==> config.mk <==
export PLATFORM = sky130hd
export DESIGN_NAME = nvmc_ctrl
export DESIGN_NICKNAME = d
export VERILOG_FILES = /design/src/shared/nvmc_pkg.sv /design/src/hdl/nvmc_ctrl.sv /design/src/hdl/nvmc_prog_timer.sv
export SDC_FILE = /design/constraint.sdc
export NUM_CORES = 1
export LEC_CHECK = 0
export BUFFER_PORTS_ARGS = -buffer_cell sky130_fd_sc_hd__buf_2
export CORE_MARGIN = 3
export CORE_UTILIZATION = 45
export DETAILED_ROUTE_END_ITERATION = 10
export PLACE_DENSITY = 0.76
export SLEW_MARGIN = 20
export SYNTH_ARGS = -nofsm -noshare
export SYNTH_HDL_FRONTEND = slang
export SYNTH_HIERARCHICAL = 1
export SYNTH_SLANG_ARGS = --single-unit
==> constraint.sdc <==
create_clock -name clk -period 4.1 [get_ports clk]
set_input_delay 0.41 -clock clk [delete_from_list [all_inputs] [get_ports clk]]
set_output_delay 0.41 -clock clk [all_outputs]
set_load 0.05 [all_outputs]
==> src/shared/nvmc_pkg.sv <==
package nvmc_pkg;

	// clock and programming time
	localparam int unsigned CLK_PERIOD_NS = 10;
	localparam int unsigned WRITE_TIME_US = 2000;
	localparam int unsigned WRITE_CYCLES  = (WRITE_TIME_US * 1000) / CLK_PERIOD_NS;

	// register byte offsets
	localparam logic [7:0] CTRL_OFF     = 8'h00;
	localparam logic [7:0] IRQ_STAT_OFF = 8'h04;
	localparam logic [7:0] IRQ_MASK_OFF = 8'h08;

	// control register fields
	localparam int unsigned READ_START_BIT   = 0;
	localparam int unsigned WRITE_START_BIT  = 1;
	localparam int unsigned WRITE_PERMIT_BIT = 2;
	localparam int unsigned WRITE_ERROR_BIT  = 3;
	localparam int unsigned ROW_ERASE_BIT    = 4;
	localparam int unsigned CONFIG_SEL_BIT   = 6;
	localparam int unsigned PROG_SEL_BIT     = 7;
	localparam logic [7:0]  CTRL_RESET       = 8'h00;
	localparam logic [7:0]  CTRL_IMPL_MASK   = 8'hdf;

	// interrupt event bits
	localparam int unsigned EV_WRITE_DONE  = 0;
	localparam int unsigned EV_WRITE_ERROR = 1;
	localparam int unsigned EV_READ_DONE   = 2;
	localparam int unsigned EV_W           = 3;
	localparam logic [2:0]  STAT_RESET     = 3'h0;
	localparam logic [2:0]  MASK_RESET     = 3'h0;

	// bus constants
	localparam logic [2:0] HSIZE_WORD = 3'h2;

	typedef enum logic [1:0] {
		NVMC_IDX_CTRL = 2'b00,
		NVMC_IDX_STAT = 2'b01,
		NVMC_IDX_MASK = 2'b10,
		NVMC_IDX_NONE = 2'b11
	} nvmc_idx_t;

	typedef enum logic {
		NVMC_T_IDLE = 1'b0,
		NVMC_T_RUN  = 1'b1
	} nvmc_tstate_t;

	function automatic nvmc_idx_t nvmc_reg_index(input logic [7:0] off);
		nvmc_idx_t idx;
		idx = NVMC_IDX_NONE;
		if (off == CTRL_OFF)
			idx = NVMC_IDX_CTRL;
		else if (off == IRQ_STAT_OFF)
			idx = NVMC_IDX_STAT;
		else if (off == IRQ_MASK_OFF)
			idx = NVMC_IDX_MASK;
		return idx;
	endfunction

endpackage

==> src/hdl/nvmc_ctrl.sv <==
`timescale 1ns/100ps
module nvmc_ctrl
	import nvmc_pkg::*;
#(
	parameter int unsigned PROG_CYCLES = WRITE_CYCLES
) (
	// clock and reset
	input  wire logic        clk,
	input  wire logic        rst_b,
	// ahb-lite slave
	input  wire logic        hsel,
	input  wire logic [31:0] haddr,
	input  wire logic [1:0]  htrans,
	input  wire logic        hwrite,
	input  wire logic [2:0]  hsize,
	input  wire logic [31:0] hwdata,
	input  wire logic        hready,
	output logic             hreadyout,
	output logic [31:0]      hrdata,
	output logic             hresp,
	// device reset other than power-on
	input  wire logic        abort_reset,
	// memory array side
	output logic             mem_prog_sel,
	output logic             mem_cfg_sel,
	output logic             mem_row_erase,
	output logic             mem_write_start,
	output logic             mem_read_strobe,
	output logic             mem_write_busy,
	// interrupt
	output logic             irq
);

	typedef struct packed {
		logic [7:0]      ctrl;
		logic [EV_W-1:0] stat;
		logic [EV_W-1:0] mask;
		logic            irq;
		logic            wr_start;
		logic            rd_strobe;
		logic [31:0]     hrdata;
		logic            hreadyout;
		logic            pend_we;
		nvmc_idx_t       pend_idx;
	} nvmc_state_t;

	nvmc_state_t q;
	nvmc_state_t d;
	logic        tmr_busy;
	logic        tmr_done;

	// control register write in its data phase
	logic ctrl_wr;
	assign ctrl_wr = q.pend_we && (q.pend_idx == NVMC_IDX_CTRL);

	always_comb begin
		logic [7:0]      wval;
		logic [EV_W-1:0] ev;
		logic            take;
		logic            abort_hit;
		logic            stat_rd;
		nvmc_idx_t       idx;
		wval = hwdata[7:0];
		ev = '0;
		idx = nvmc_reg_index(haddr[7:0]);
		take = hsel && hready && htrans[1] && (hsize == HSIZE_WORD);
		stat_rd = take && !hwrite && (idx == NVMC_IDX_STAT);
		// a completion in the same cycle as the reset counts as finished
		abort_hit = abort_reset && q.ctrl[WRITE_START_BIT] && !tmr_done;

		d = q;
		d.wr_start = 1'b0;
		d.rd_strobe = 1'b0;
		d.hreadyout = 1'b1;

		if (tmr_done) begin
			d.ctrl[WRITE_START_BIT] = 1'b0;
			d.ctrl[ROW_ERASE_BIT] = 1'b0;
			ev[EV_WRITE_DONE] = 1'b1;
		end
		if (q.ctrl[READ_START_BIT]) begin
			d.ctrl[READ_START_BIT] = 1'b0;
			ev[EV_READ_DONE] = 1'b1;
		end

		if (ctrl_wr) begin
			d.ctrl[WRITE_ERROR_BIT] = wval[WRITE_ERROR_BIT];
			d.ctrl[WRITE_PERMIT_BIT] = wval[WRITE_PERMIT_BIT];
			// selects are frozen while a cycle runs so the target cannot shift under it
			if (!q.ctrl[WRITE_START_BIT]) begin
				d.ctrl[PROG_SEL_BIT] = wval[PROG_SEL_BIT];
				d.ctrl[CONFIG_SEL_BIT] = wval[CONFIG_SEL_BIT];
				d.ctrl[ROW_ERASE_BIT] = wval[ROW_ERASE_BIT];
			end
			// zero written to either start bit is simply not acted on
			if (wval[WRITE_START_BIT] && !q.ctrl[WRITE_START_BIT]) begin
				if (wval[WRITE_PERMIT_BIT]) begin
					d.ctrl[WRITE_START_BIT] = 1'b1;
					d.wr_start = 1'b1;
				end else begin
					d.ctrl[WRITE_ERROR_BIT] = 1'b1;
					ev[EV_WRITE_ERROR] = 1'b1;
				end
			end else if (wval[READ_START_BIT] && !q.ctrl[WRITE_START_BIT]
					&& !d.ctrl[PROG_SEL_BIT] && !d.ctrl[CONFIG_SEL_BIT]) begin
				d.ctrl[READ_START_BIT] = 1'b1;
				d.rd_strobe = 1'b1;
			end
		end

		if (q.pend_we && (q.pend_idx == NVMC_IDX_MASK))
			d.mask = hwdata[EV_W-1:0];

		// reset overrides the start, permit and erase bits; selects survive so the failed target stays visible
		if (abort_reset) begin
			d.ctrl[WRITE_START_BIT] = 1'b0;
			d.ctrl[WRITE_PERMIT_BIT] = 1'b0;
			d.ctrl[ROW_ERASE_BIT] = 1'b0;
			d.ctrl[READ_START_BIT] = 1'b0;
			d.wr_start = 1'b0;
			d.rd_strobe = 1'b0;
			if (abort_hit) begin
				d.ctrl[WRITE_ERROR_BIT] = 1'b1;
				ev[EV_WRITE_ERROR] = 1'b1;
			end
		end

		// read clears only what was there before; a same-cycle event survives
		d.stat = (stat_rd ? STAT_RESET : q.stat) | ev;
		d.irq = |(d.stat & d.mask);

		d.pend_we = take && hwrite;
		d.pend_idx = take ? idx : NVMC_IDX_NONE;
		if (take && !hwrite) begin
			unique case (idx)
				NVMC_IDX_CTRL: d.hrdata = {24'h000000, d.ctrl & CTRL_IMPL_MASK};
				NVMC_IDX_STAT: d.hrdata = {29'h00000000, q.stat};
				NVMC_IDX_MASK: d.hrdata = {29'h00000000, d.mask};
				NVMC_IDX_NONE: d.hrdata = 32'h00000000;
			endcase
		end
	end

	always_ff @(posedge clk) begin
		if (!rst_b) begin
			q <= '0;
			q.ctrl <= CTRL_RESET;
			q.stat <= STAT_RESET;
			q.mask <= MASK_RESET;
			q.pend_idx <= NVMC_IDX_NONE;
		end else begin
			q <= d;
		end
	end

	nvmc_prog_timer #(
		.CYCLES (PROG_CYCLES)
	) u_timer (
		.clk   (clk),
		.rst_b (rst_b),
		.start (q.wr_start),
		.abort (abort_reset),
		.busy  (tmr_busy),
		.done  (tmr_done)
	);

	assign hreadyout       = q.hreadyout;
	assign hrdata          = q.hrdata;
	assign hresp           = 1'b0;
	assign mem_prog_sel    = q.ctrl[PROG_SEL_BIT];
	assign mem_cfg_sel     = q.ctrl[CONFIG_SEL_BIT];
	assign mem_row_erase   = q.ctrl[ROW_ERASE_BIT];
	assign mem_write_start = q.wr_start;
	assign mem_read_strobe = q.rd_strobe;
	assign mem_write_busy  = tmr_busy;
	assign irq             = q.irq;

	a_wr_start_seen: assert property (@(posedge clk) disable iff (!rst_b)
		ctrl_wr && hwdata[WRITE_START_BIT] && hwdata[WRITE_PERMIT_BIT]
			&& !q.ctrl[WRITE_START_BIT] && !abort_reset
		// a device reset in the launch cycle keeps the timer idle, which is legal
		|=> q.ctrl[WRITE_START_BIT] && q.wr_start ##1 !q.wr_start && (tmr_busy || $past(abort_reset)))
		else $error("write start did not launch a timed cycle");

	a_wr_hw_clear: assert property (@(posedge clk) disable iff (!rst_b)
		tmr_done |=> !q.ctrl[WRITE_START_BIT] && !q.ctrl[ROW_ERASE_BIT])
		else $error("write start bit not cleared at completion");

	a_wr_set_only: assert property (@(posedge clk) disable iff (!rst_b)
		q.ctrl[WRITE_START_BIT] && !tmr_done && !abort_reset |=> q.ctrl[WRITE_START_BIT])
		else $error("write start bit cleared without completion");

	a_wr_zero_idle: assert property (@(posedge clk) disable iff (!rst_b)
		!q.ctrl[WRITE_START_BIT] |-> !tmr_busy)
		else $error("cycle running while write start bit reads zero");

	a_rd_one_cycle: assert property (@(posedge clk) disable iff (!rst_b)
		q.ctrl[READ_START_BIT] |-> q.rd_strobe ##1 ((!q.ctrl[READ_START_BIT] && !q.rd_strobe)
			|| $past(ctrl_wr && hwdata[READ_START_BIT])))
		else $error("read start did not finish in one cycle");

	a_rd_set_only: assert property (@(posedge clk) disable iff (!rst_b)
		$rose(q.ctrl[READ_START_BIT]) |-> $past(ctrl_wr && hwdata[READ_START_BIT]))
		else $error("read start bit set without a software write");

	a_rd_blocked: assert property (@(posedge clk) disable iff (!rst_b)
		q.ctrl[READ_START_BIT] |-> !q.ctrl[PROG_SEL_BIT] && !q.ctrl[CONFIG_SEL_BIT])
		else $error("read started with program or config select set");

	a_err_improper: assert property (@(posedge clk) disable iff (!rst_b)
		ctrl_wr && hwdata[WRITE_START_BIT] && !hwdata[WRITE_PERMIT_BIT] && !q.ctrl[WRITE_START_BIT]
		|=> q.ctrl[WRITE_ERROR_BIT] && !q.ctrl[WRITE_START_BIT] && !tmr_busy)
		else $error("unpermitted write start not flagged");

	a_err_abort: assert property (@(posedge clk) disable iff (!rst_b)
		abort_reset && q.ctrl[WRITE_START_BIT] && !tmr_done
		|=> q.ctrl[WRITE_ERROR_BIT] && !q.ctrl[WRITE_START_BIT] ##1 !tmr_done)
		else $error("reset during programming not flagged");

	a_sel_hold: assert property (@(posedge clk) disable iff (!rst_b)
		abort_reset && q.ctrl[WRITE_START_BIT]
		|=> $stable(q.ctrl[PROG_SEL_BIT]) && $stable(q.ctrl[CONFIG_SEL_BIT]))
		else $error("select bits changed on write error");

	a_err_keep: assert property (@(posedge clk) disable iff (!rst_b)
		q.ctrl[WRITE_ERROR_BIT] && !ctrl_wr |=> q.ctrl[WRITE_ERROR_BIT])
		else $error("error flag lost without a software write");

	a_done_clean: assert property (@(posedge clk) disable iff (!rst_b)
		tmr_done && !q.ctrl[WRITE_ERROR_BIT] && !ctrl_wr |=> !q.ctrl[WRITE_ERROR_BIT])
		else $error("normal completion raised the error flag");

	a_err_event: assert property (@(posedge clk) disable iff (!rst_b)
		$rose(q.ctrl[WRITE_ERROR_BIT]) && !$past(ctrl_wr && hwdata[WRITE_ERROR_BIT])
		|-> q.stat[EV_WRITE_ERROR])
		else $error("hardware error flag without a status event");

	a_start_permit: assert property (@(posedge clk) disable iff (!rst_b)
		q.wr_start
		|-> q.ctrl[WRITE_PERMIT_BIT])
		else $error("write launched without write permit");

	a_no_permit_block: assert property (@(posedge clk) disable iff (!rst_b)
		ctrl_wr && !hwdata[WRITE_PERMIT_BIT]
		|=> !q.wr_start)
		else $error("write launched by an unpermitted control write");

	a_start_pulse: assert property (@(posedge clk) disable iff (!rst_b)
		q.wr_start
		|=> !q.wr_start)
		else $error("write launch pulse longer than one cycle");

	a_start_bit_set: assert property (@(posedge clk) disable iff (!rst_b)
		q.wr_start
		|-> q.ctrl[WRITE_START_BIT])
		else $error("write launch without the write start bit");

	a_wr_sw_set: assert property (@(posedge clk) disable iff (!rst_b)
		$rose(q.ctrl[WRITE_START_BIT])
		|-> $past(ctrl_wr && hwdata[WRITE_START_BIT] && hwdata[WRITE_PERMIT_BIT]))
		else $error("write start bit set without a permitted write");

	a_done_while_set: assert property (@(posedge clk) disable iff (!rst_b)
		tmr_done
		|-> q.ctrl[WRITE_START_BIT])
		else $error("completion seen with write start bit clear");

	a_done_event: assert property (@(posedge clk) disable iff (!rst_b)
		tmr_done
		|=> q.stat[EV_WRITE_DONE])
		else $error("completion not recorded in status");

	a_rd_event: assert property (@(posedge clk) disable iff (!rst_b)
		q.ctrl[READ_START_BIT]
		|=> q.stat[EV_READ_DONE])
		else $error("read completion not recorded in status");

	a_rd_not_busy: assert property (@(posedge clk) disable iff (!rst_b)
		q.ctrl[READ_START_BIT]
		|-> !q.ctrl[WRITE_START_BIT])
		else $error("read started while a write cycle runs");

	a_abort_clears: assert property (@(posedge clk) disable iff (!rst_b)
		abort_reset
		|=> !q.ctrl[WRITE_START_BIT] && !q.ctrl[READ_START_BIT] && !q.ctrl[WRITE_PERMIT_BIT])
		else $error("device reset left a start or permit bit set");

	a_abort_stops: assert property (@(posedge clk) disable iff (!rst_b)
		abort_reset
		|=> !tmr_busy)
		else $error("timer kept running through a device reset");

	a_sel_frozen: assert property (@(posedge clk) disable iff (!rst_b)
		q.ctrl[WRITE_START_BIT]
		|=> $stable(q.ctrl[PROG_SEL_BIT]) && $stable(q.ctrl[CONFIG_SEL_BIT]))
		else $error("select bits moved during a write cycle");

	a_err_sw_clear: assert property (@(posedge clk) disable iff (!rst_b)
		$fell(q.ctrl[WRITE_ERROR_BIT])
		|-> $past(ctrl_wr && !hwdata[WRITE_ERROR_BIT]))
		else $error("error flag cleared without a software write");

endmodule // nvmc_ctrl

==> src/hdl/nvmc_prog_timer.sv <==
`timescale 1ns/100ps
module nvmc_prog_timer
	import nvmc_pkg::*;
#(
	parameter int unsigned CYCLES = WRITE_CYCLES
) (
	// clock and reset
	input  wire logic clk,
	input  wire logic rst_b,
	// control
	input  wire logic start,
	input  wire logic abort,
	// status
	output logic      busy,
	output logic      done
);

	localparam int unsigned CW = $clog2(CYCLES + 1);
	localparam logic [CW-1:0] LOAD = CW'(CYCLES - 1);

	typedef struct packed {
		nvmc_tstate_t  st;
		logic [CW-1:0] cnt;
		logic          done;
	} nvmc_tmr_t;

	nvmc_tmr_t q;
	nvmc_tmr_t d;

	always_comb begin
		d = q;
		d.done = 1'b0;
		unique case (q.st)
			NVMC_T_IDLE: begin
				if (start && !abort) begin
					d.st = NVMC_T_RUN;
					d.cnt = LOAD;
				end
			end
			NVMC_T_RUN: begin
				// abort wins so a cut-short cycle never reports completion
				if (abort) begin
					d.st = NVMC_T_IDLE;
				end else if (q.cnt == '0) begin
					d.st = NVMC_T_IDLE;
					d.done = 1'b1;
				end else begin
					d.cnt = q.cnt - 1'b1;
				end
			end
		endcase
	end

	always_ff @(posedge clk) begin
		if (!rst_b)
			q <= '0;
		else
			q <= d;
	end

	assign busy = (q.st == NVMC_T_RUN);
	assign done = q.done;

	a_done_ends_run: assert property (@(posedge clk) disable iff (!rst_b)
		done |-> !busy && $past(busy))
		else $error("completion pulse without a running cycle");

endmodule // nvmc_prog_timer

# Yosys cells after proc, flatten, opt, wreduce, memory -nomap -nowiden
# Index checks and enable logic that the tools add are counted.
# word_totals
register_bits	72
latch_bits	0
mem_bits_rw	0
romBits	0
wordCells	99
mem_count	0
# classes
n_addsub	1
multipliers	0
n_div	0
order_cmp	0
n_eq_ne	10
shifts	0
n_mux	38
bitwise	6
n_reduce_logical	31
# ops
operator	n
32-bit one-hot mux with 4 select lines	1
19-bit 2-to-1 mux	2
19-bit one-hot mux with 2 select lines	1
1-bit 2-to-1 mux	22
18-bit zero test	1
18-bit 2-to-1 mux	1
18-bit by 1-bit subtractor with 18-bit output (second input constant)	1
1-bit logical AND	15
2-bit 2-to-1 mux	6
5-bit 2-to-1 mux	2
3-bit OR reduction	3
8-bit by 3-bit equality test with 1-bit output (second input constant)	1
8-bit by 4-bit equality test with 1-bit output (second input constant)	1
8-bit zero test	1
2-bit equality test (second input constant)	3
1-bit zero test	6
3-bit 2-to-1 mux	2
2-bit zero test	2
4-bit 2-to-1 mux	1
2-bit != test (second input constant)	2
1-bit inverter	4
4-bit OR reduction	1
3-bit AND	1
3-bit by 2-bit equality test with 1-bit output (second input constant)	1
other kinds (5)	5

# Longest topological paths before layout
# Gate-level depths: netlist of the first run.
# logic_depth
depth_word	12
ltp_mapped	8

# By module
# Netlist of the first run, hierarchy kept.
# by_module_without_submodules
module	instances	cells_each	area_each_um2
nvmc_ctrl	1	158	1386.3
nvmc_prog_timer	1	124	1073.5

# Least setup slack after synthesis of the first run
# OpenSTA, ideal clock, no wires.
# synth_timing
path_kind	register to register
startpoint	register u_timer/q[1] in the netlist's numbering
endpoint	register u_timer/q[1] in the netlist's numbering
setup_ns	0.066
arrival_ns	1.802
slack_ns	2.232
stages_incl_launch_ff	9
period_less_slack_ns	1.868
cell_sequence	dfxtp_1 inv_1 ha_1 nor3b_1 and3_2 buf_6 a21oi_1 mux2_2 nor2_1
# synth_between
elab_chain_len	4
elab_cells_between_ends	7
cone_classes	1 x add/sub; 1 x eq/ne; 3 x mux; 2 x reduce/logical
# synth_lines
element	line	rtl
start, declared	nvmc_prog_timer.sv:27	nvmc_tmr_t q;
start signal, assigned	nvmc_prog_timer.sv:56	q <= '0;
start signal, assigned	nvmc_prog_timer.sv:58	q <= d;
18-bit by 1-bit subtractor with 18-bit output	nvmc_prog_timer.sv:48	d.cnt = q.cnt - 1'b1;
18-bit 2-to-1 mux	nvmc_prog_timer.sv:44	end else if (q.cnt == '0) begin
19-bit 2-to-1 mux	nvmc_prog_timer.sv:42	if (abort) begin
19-bit one-hot mux with 2 select lines	nvmc_prog_timer.sv:33	unique case (q.st)
# Several ways; a longest one is shown, not always the timed one. The select of a mux whose other input is x is not followed.
# A chain may end at the register's enable or synchronous reset.

# Final worst setup path of the first run
# layout_timing
startpoint	register u_timer/q[1] in the netlist's numbering
endpoint	register u_timer/q[5] in the netlist's numbering
# The elaborated chain is that of the path after synthesis.

==> results of run 1 <==
==> registers in the layout (all words and copies together) (netlist names) <==
signal	cells
hrdata	7
u_timer/q	18
u_timer/done	1
mem_read_strobe	1
q	13
u_timer/busy	1
mem_write_start	1
mem_cfg_sel	1
mem_prog_sel	1
hreadyout	1
irq	1
mem_row_erase	1
==> cells in the final DEF (no fill, tap or decap), types with 4 or more instances in the layout <==
cell      Yosys  layout
o21ai_0       8       8
o21a_1        4       4
nand2b_1     10      10
nor3b_1       4       4
nand3b_1      4       4
a22o_1        5       5
a21oi_1      15      15
conb_1        1      26
inv_1         6       6
buf_2         0      39
mux2i_1       4       4
o211ai_1      4       4
nor2_1       26      26
dfxtp_1      47      47
nand3_1       7       7
nor3_1        9       9
clkbuf_8      0       5
nand2_1      20      20
==> power by group through the flow <==
stage	Sequential, W	Combinational (W)	Clock (W)
floorplan	0.000469	0.0000863	0
CTS	0.000457	0.0000871	0.000356
detailed placement	0.000467	0.0000869	0
finish	0.000457	0.0000877	0.000349
global placement	0.000467	0.0000865	0
global route	0.000457	0.0000929	0.000374
==> logic make-up (layout without fill, tap and decap cells) <==
| family | Yosys count | in the layout | synth area share, % |
|---|---|---|---|
| and+or+nand+nor | 113 | 113 | 26.6 |
| buffers and inverters | 47 | 54 | 13.0 |
| other | 1 | 26 | 0.152 |
| DFF | 47 | 47 | 38.3 |
| xor gates and xnor gates | 3 | 3 | 1.07 |
| adders and majority gates | 1 | 1 | 0.509 |
| AOI/OAI and AO/OA | 65 | 65 | 18.4 |
| muxes | 5 | 5 | 2.09 |
==> metal layers <==
metal | wire length, um | vias to the layer above | part of all wire [%]
li1 | - | 1012 | -
met1 | 2300 | 948 | 46
met2 | 2340 | 60 | 47
met3 | 306 | 5 | 6.1
met4 | 71 | 0 | 1.4
met5 | 0 | - | 0
==> critical path, delay by kind of cell, from the launching register on <==
kind            cells  cell delay [ns]
buf+inv             1             0.08
flops               1             0.34
simple gates        3             1.23
compound gates      2             0.47
fa+ha+maj           1             0.19
==> area by class of cell <==
type / instances / area [sq um] / share of cell area, %
Multi-Input combinational cell: 213 / 1290 / 48.6
Sequential cell: 47 / 941 / 35.4
Timing Repair Buffer: 39 / 195 / 7.34
Tap cell: 70 / 87.6 / 3.30
Clock buffer: 5 / 68.8 / 2.59
Clock inverter: 3 / 46.3 / 1.74
Inverter: 7 / 26.3 / 0.989
==> how the worst max path moves through the flow <==
stage / depth (start not counted) / from / end
4_1_cts: 7 / u_timer/q[1]$_SDFFE_PN0P_ / u_timer/q[5]$_SDFFE_PN0P_
6_report: 7 / u_timer/q[1]$_SDFFE_PN0P_ / u_timer/q[5]$_SDFFE_PN0P_
2_1_floorplan: 8 / u_timer/q[1]$_SDFFE_PN0P_ / u_timer/q[1]$_SDFFE_PN0P_
5_1_grt: 7 / u_timer/q[1]$_SDFFE_PN0P_ / u_timer/q[5]$_SDFFE_PN0P_
3_5_place_dp: 7 / u_timer/q[1]$_SDFFE_PN0P_ / u_timer/q[5]$_SDFFE_PN0P_
3_3_place_gp: 7 / u_timer/q[1]$_SDFFE_PN0P_ / u_timer/q[5]$_SDFFE_PN0P_
==> cells in the mapped netlist, drive strengths merged, types with 5 or more instances <==
cell type / number
a21oi: 16
a22o: 5
buf: 36
dfxtp: 47
inv: 6
nand2: 20
nand2b: 10
nand3: 7
nor2: 27
nor3: 11
nor4: 6
o21ai: 9
==> through the flow <==
step / setup WS, ns / hold slack, ns
4_1_cts: 1.71 / 0.345
3_5_place_dp: 1.73 / 0.435
3_3_place_gp: 1.75 / 0.437
6_report: 1.70 / 0.353
5_1_grt: 1.51 / 0.355
2_1_floorplan: 2.23 / 0.424
==> flow_summary_export.csv, run 1 <==
group,metric,value,unit
detailed_routing,drt_wl_total,5.02,mm
sta,rsz0062_at_grt,"false",
final_layout,finish.utilization,51.1,%
grt,grtUsageTotal,16.8,%
power_and_ir_drop,p_per_area,336,mW/mm^2
worst_hold_path,hold_class,"in -> reg",
final_layout,drive_gt1_share,21.0,%
grt,grt_start_max_net_pins,23,
clock_tree,cts-resized-gates,0,
synth,ys_seq_area_share,38.3,%
floorplan,core-area,0.00520,sq mm
setup_path,critPathRequiredTime,4.31,ns
floorplan,die_x,79.9,um
power_and_ir_drop,seqPwrFrac,51.1,%
power_and_ir_drop,combPwrFrac,9.8,%
power_and_ir_drop,peakVddDrop,0.000166,V
final_layout,final_nets,389,
detailed_routing,vias,2025,
sta,relSlewSlack,50.8,%
placement,dp_hpwl,3.68,mm
final_layout,instances_no_fill,384,
clock_tree,root_buffer,"clkbuf_8",
final_layout,area_delta_synth_final,8.04,%
power_and_ir_drop,p_leak,1.14,nW
synth,synth_area_leaders,"dfxtp_1, buf_4, nor2_1",
sta,hold_viol_final,0,
detailed_routing,dr.pass1.iters,4,
setup_path,path_cells,"inv_1 -> ha_1 -> nor3b_1 -> and3_2 -> a31o_2 -> o21bai_1 -> and3_1",
worst_hold_path,min_to,"q[2]$_SDFF_PN0_",
sta,min_period,2.40,ns
setup_path,critPathLaunchType,"register",
setup_path,critPathMaxStageDelay,0.60,ns
run_status,status,"finished, final reports clean",
sta,max_freq,416,MHz
setup_path,r2r_end,"u_timer/q[5]$_SDFFE_PN0P_",
setup_path,worstSetupPathType,"reg -> reg",
sta,tightest_slew,0.731,ns
flow_run,drv_cap,0,
worst_hold_path,whs_path_depth,2,
clock_tree,htreeDepth,2,
clock_tree,clk_latency,0.31,ns
clock_tree,clk_pin_slew,0.09,ns
setup_path,cpMaxStageDelayCell,"nor3b_1",
final_layout,diodes,0,
power_and_ir_drop,power_switching,0.000239,W
setup_path,r2r-start,"u_timer/q[1]$_SDFFE_PN0P_",
grt,grt_pass1_vias,1812,
placement,gp_congestion,0.856,
power_and_ir_drop,swShare,26.8,%
synth,netlist_instances,282,
detailed_routing,final_antenna_net_count,0,
synth,yosys.area.top_type,"dfxtp_1",
floorplan,dieArea,0.00639,sq mm
synth,netlist_area,0.00246,sq mm
detailed_routing,drt_first_iter_violations,139,
grt,met1_usage,22.2,%
synth,synth_edf_count,0,
power_and_ir_drop,p_clk_share,39.1,%
clock_tree,post_cts_buffers,0,
grt,antenna_found_initial,0,
grt,grtUsageMet3,4.29,%
synth,synth_cell_types,62,
synth,synth_flop_cell,"dfxtp_1",
final_layout,design_area,0.00266,sq mm
sta,timing.final.crit_share,58.6,%
floorplan,initial_core_util,47.3,%
clock_tree,cts_made_buffers,5,
detailed_routing,drcViolationCount,0,
sta,setup-tns-final,0,ns
setup_path,cp_data_arrival_time,2.61,ns
floorplan,chipHeight,79.9,um
synth,yosysWarnings,6,
worst_hold_path,hold_start,"hwrite",
clock_tree,postCtsHoldBufs,0,
clock_tree,cts_buffer_depth,2,
setup_path,ff2ff_setup_slack,1.70,ns
clock_tree,cts_sinks,47,
setup_path,worst-path-max-fanout,12,
synth,synth_top_cell_area_share,38.3,%
grt,use_met2,25.4,%
power_and_ir_drop,internal-power,0.000654,W
setup_path,cp-end-kind,"register",
sta,skew,0.00404,ns
synth,synth-seq-cells,47,
grt,grt_pass1_wl,8.47,mm
setup_path,reg2regPathDepth,7,
synth,avgSynthCellArea,8.72,sq um
synth,synthArstFlopShare,0,%
clock_tree,tritoncts,"done",
sta,finalSetupViolCount,0,
placement,place_area,0.00254,sq mm
placement,io_buffers,39,
grt,grt_overflow,0,
grt,grt-busiest-layer,"met2",
detailed_routing,via_per_inst,5.27,
floorplan,io_pins,116,
final_layout,nFillCells,484,
power_and_ir_drop,p_total,0.000893,W
sta,slew_violations,0,
placement,placed_cells,376,
detailed_routing,wire_per_inst,13.1,um
floorplan,rows,26,
Note: power is estimated with default switching activity, not from simulation.
==> run 2, diff against run 1 <==
ABC_AREA = 1   (was default)
PLACE_DENSITY = 0.74   (was 0.76)
clock period = 2.5 ns   (was 4.1 ns; I/O delays follow)
==> flow_summary_export.csv, run 2 <==
group,metric,value,unit
power_and_ir_drop,p_per_area,459,mW/mm^2
final_layout,area_delta_synth_final,7.18,%
final_layout,finish.utilization,50.2,%
synth,yosys.area.top_type,"dfxtp_1",
sta,finalSetupViolCount,0,
placement,io_buffers,39,
placement,gp_congestion,0.872,
setup_path,cp_data_arrival_time,2.08,ns
sta,max_freq,534,MHz
final_layout,design_area,0.00301,sq mm
final_layout,largest_register_ffs,18,
grt,grt_overflow,0,
synth,synth_top_cell_area_share,33.5,%
clock_tree,htreeDepth,2,
detailed_routing,drcViolationCount,0,
final_layout,final_nets,533,
clock_tree,cts_buffer_depth,2,
clock_tree,clk_latency,0.31,ns
final_layout,instances_no_fill,533,
sta,rsz0062_at_grt,"false",
sta,setup-tns-final,0,ns
power_and_ir_drop,peakVddDrop,0.000362,V
setup_path,ff2ff_setup_slack,0.63,ns
clock_tree,cts_made_buffers,5,
clock_tree,root_buffer,"clkbuf_8",
grt,grt_pass1_vias,2399,
final_layout,drive_gt1_share,19.2,%
synth,netlist_area,0.00281,sq mm
placement,placed_cells,525,
worst_hold_path,hold_class,"in -> reg",
synth,ys_seq_area_share,33.5,%
setup_path,cp-end-kind,"register",
floorplan,core-area,0.00599,sq mm
sta,timing.final.crit_share,74.9,%
placement,place_area,0.00292,sq mm
detailed_routing,drt_first_iter_violations,154,
sta,hold_viol_final,0,
detailed_routing,vias,2571,
detailed_routing,drt_wl_total,6.31,mm
floorplan,rows,28,
clock_tree,postCtsHoldBufs,0,
synth,yosysMostFrequentCell,"nand2_1",
grt,grt_pass1_wl,10.6,mm
synth,synthTopCellsByCount,"nand2_1, nor2_1, dfxtp_1",
clock_tree,clk_pin_slew,0.09,ns
synth,netlist_instances,422,
clock_tree,cts-resized-gates,0,
sta,slew_violations,0,
flow_run,drv_cap,0,
grt,grtUsageTotal,17.8,%
clock_tree,cts_sinks,47,
setup_path,worstSetupPathType,"reg -> reg",
synth,yosysWarnings,6,
setup_path,critPathLaunchType,"register",
detailed_routing,dr.pass1.iters,4,
sta,min_period,1.87,ns
synth,avgSynthCellArea,6.65,sq um
sta,skew,0.00334,ns
final_layout,largest-register,"u_timer/q",
floorplan,chipHeight,85.0,um
power_and_ir_drop,p_leak,1.53,nW
final_layout,final_cell_mix,"nand2_1, nor2_1, dfxtp_1",
floorplan,io_pins,116,
synth,synth_area_leaders,"dfxtp_1, nand2_1, buf_4",
clock_tree,post_cts_buffers,0,
floorplan,die_x,85.0,um
clock_tree,tritoncts,"done",
final_layout,layout_commonest_cell,"nand2_1",
synth,synth_edf_count,0,
setup_path,critPathRequiredTime,2.71,ns
synth,synthArstFlopShare,0,%
synth,synth_flop_cell,"dfxtp_1",
synth,synth_cell_types,33,
synth,synth-seq-cells,47,
detailed_routing,final_antenna_net_count,0,
grt,antenna_found_initial,0,
final_layout,diodes,0,
setup_path,worst-path-max-fanout,7,
run_status,status,"finished, final reports clean",
detailed_routing,via_per_inst,4.82,
placement,dp_hpwl,4.76,mm
floorplan,dieArea,0.00722,sq mm
floorplan,initial_core_util,46.8,%
detailed_routing,wire_per_inst,11.8,um
grt,grt_start_max_net_pins,23,
==> run 2: cell count changes after synthesis, moves of 7 or more <==
cell | before | now
a21oi_1 | 15 | 24
nor2_1 | 26 | 66
nand2b_1 | 10 | 0
a21oi_2 | 1 | 8
inv_1 | 6 | 40
nor2_2 | 0 | 8
nand2_1 | 20 | 105
nand3_1 | 7 | 40
==> run 2: logic make-up (layout without fill, tap and decap cells) <==
group	after synthesis	count (layout)	share of synthesized area, %
AO/OA/AOI/OAI	43	43	9.10
XOR/XNOR	1	1	0.312
AND/OR/NAND/NOR	247	247	40.3
flip-flops	47	47	33.5
buffers and inverters	82	93	16.1
other	1	26	0.134
adder cells (fa/ha/maj)	1	1	0.446
==> run 2: cell type report <==
| class | count | area (sq um) |
|---|---|---|
| Tap cell | 75 | 93.8 |
| Sequential cell | 47 | 941 |
| Inverter | 44 | 165 |
| Clock buffer | 5 | 68.8 |
| Timing Repair Buffer | 41 | 210 |
| Fill cell | 624 | 2980 |
| Multi-Input combinational cell | 318 | 1510 |
| Clock inverter | 3 | 22.5 |
==> run 2: metrics by stage <==
step / setup slack [ns] / power [W] / hold slack, ns
floorplan: 0.875 / 0.000915 / 0.278
global placement: 0.694 / 0.000916 / 0.444
detailed placement: 0.693 / 0.000917 / 0.451
CTS: 0.661 / 0.00140 / 0.206
global route: 0.376 / 0.00143 / 0.240
finish: 0.628 / 0.00138 / 0.227
==> run 2: routing by layer <==
metal / GRT usage, % / share of wire [%] / up-vias
met1: 23.0 / 46 / 1139
met3: 4.17 / 5.9 / 11
met4: 4.75 / 1.1 / 0
li1: - / - / 1341
met5: 0 / 0 / -
met2: 29.9 / 47 / 80
==> run 2: power breakdown <==
part	internal [W]	switching (W)
clock	0.000201	0.000281
sequential	0.000749	0.000000261
combinational	0.0000241	0.000127
==> run 2: final timing paths <==
| path | cells after the start | startpoint | end |
|---|---|---|---|
| hold / removal | 3 | hwrite | q[2]$_SDFF_PN0_ |
| setup reg to reg | 9 | u_timer/q[1]$_SDFFE_PN0P_ | u_timer/q[6]$_SDFFE_PN0P_ |
| setup / recovery | 9 | u_timer/q[1]$_SDFFE_PN0P_ | u_timer/q[6]$_SDFFE_PN0P_ |
| hold reg to reg | 2 | q[45]$_SDFF_PN0_ | q[44]$_SDFF_PN0_ |
==> run 2: worst max-delay path: stages (launching register included) <==
cell and delay, ns:
dfxtp_1 0.32, inv_1 0.09, ha_1 0.23, nand2_2 0.14, nor2_8 0.19, nand4_1 0.23, nand2_2 0.22, nand2_1 0.17
nor2_1 0.12, nor2_1 0.05
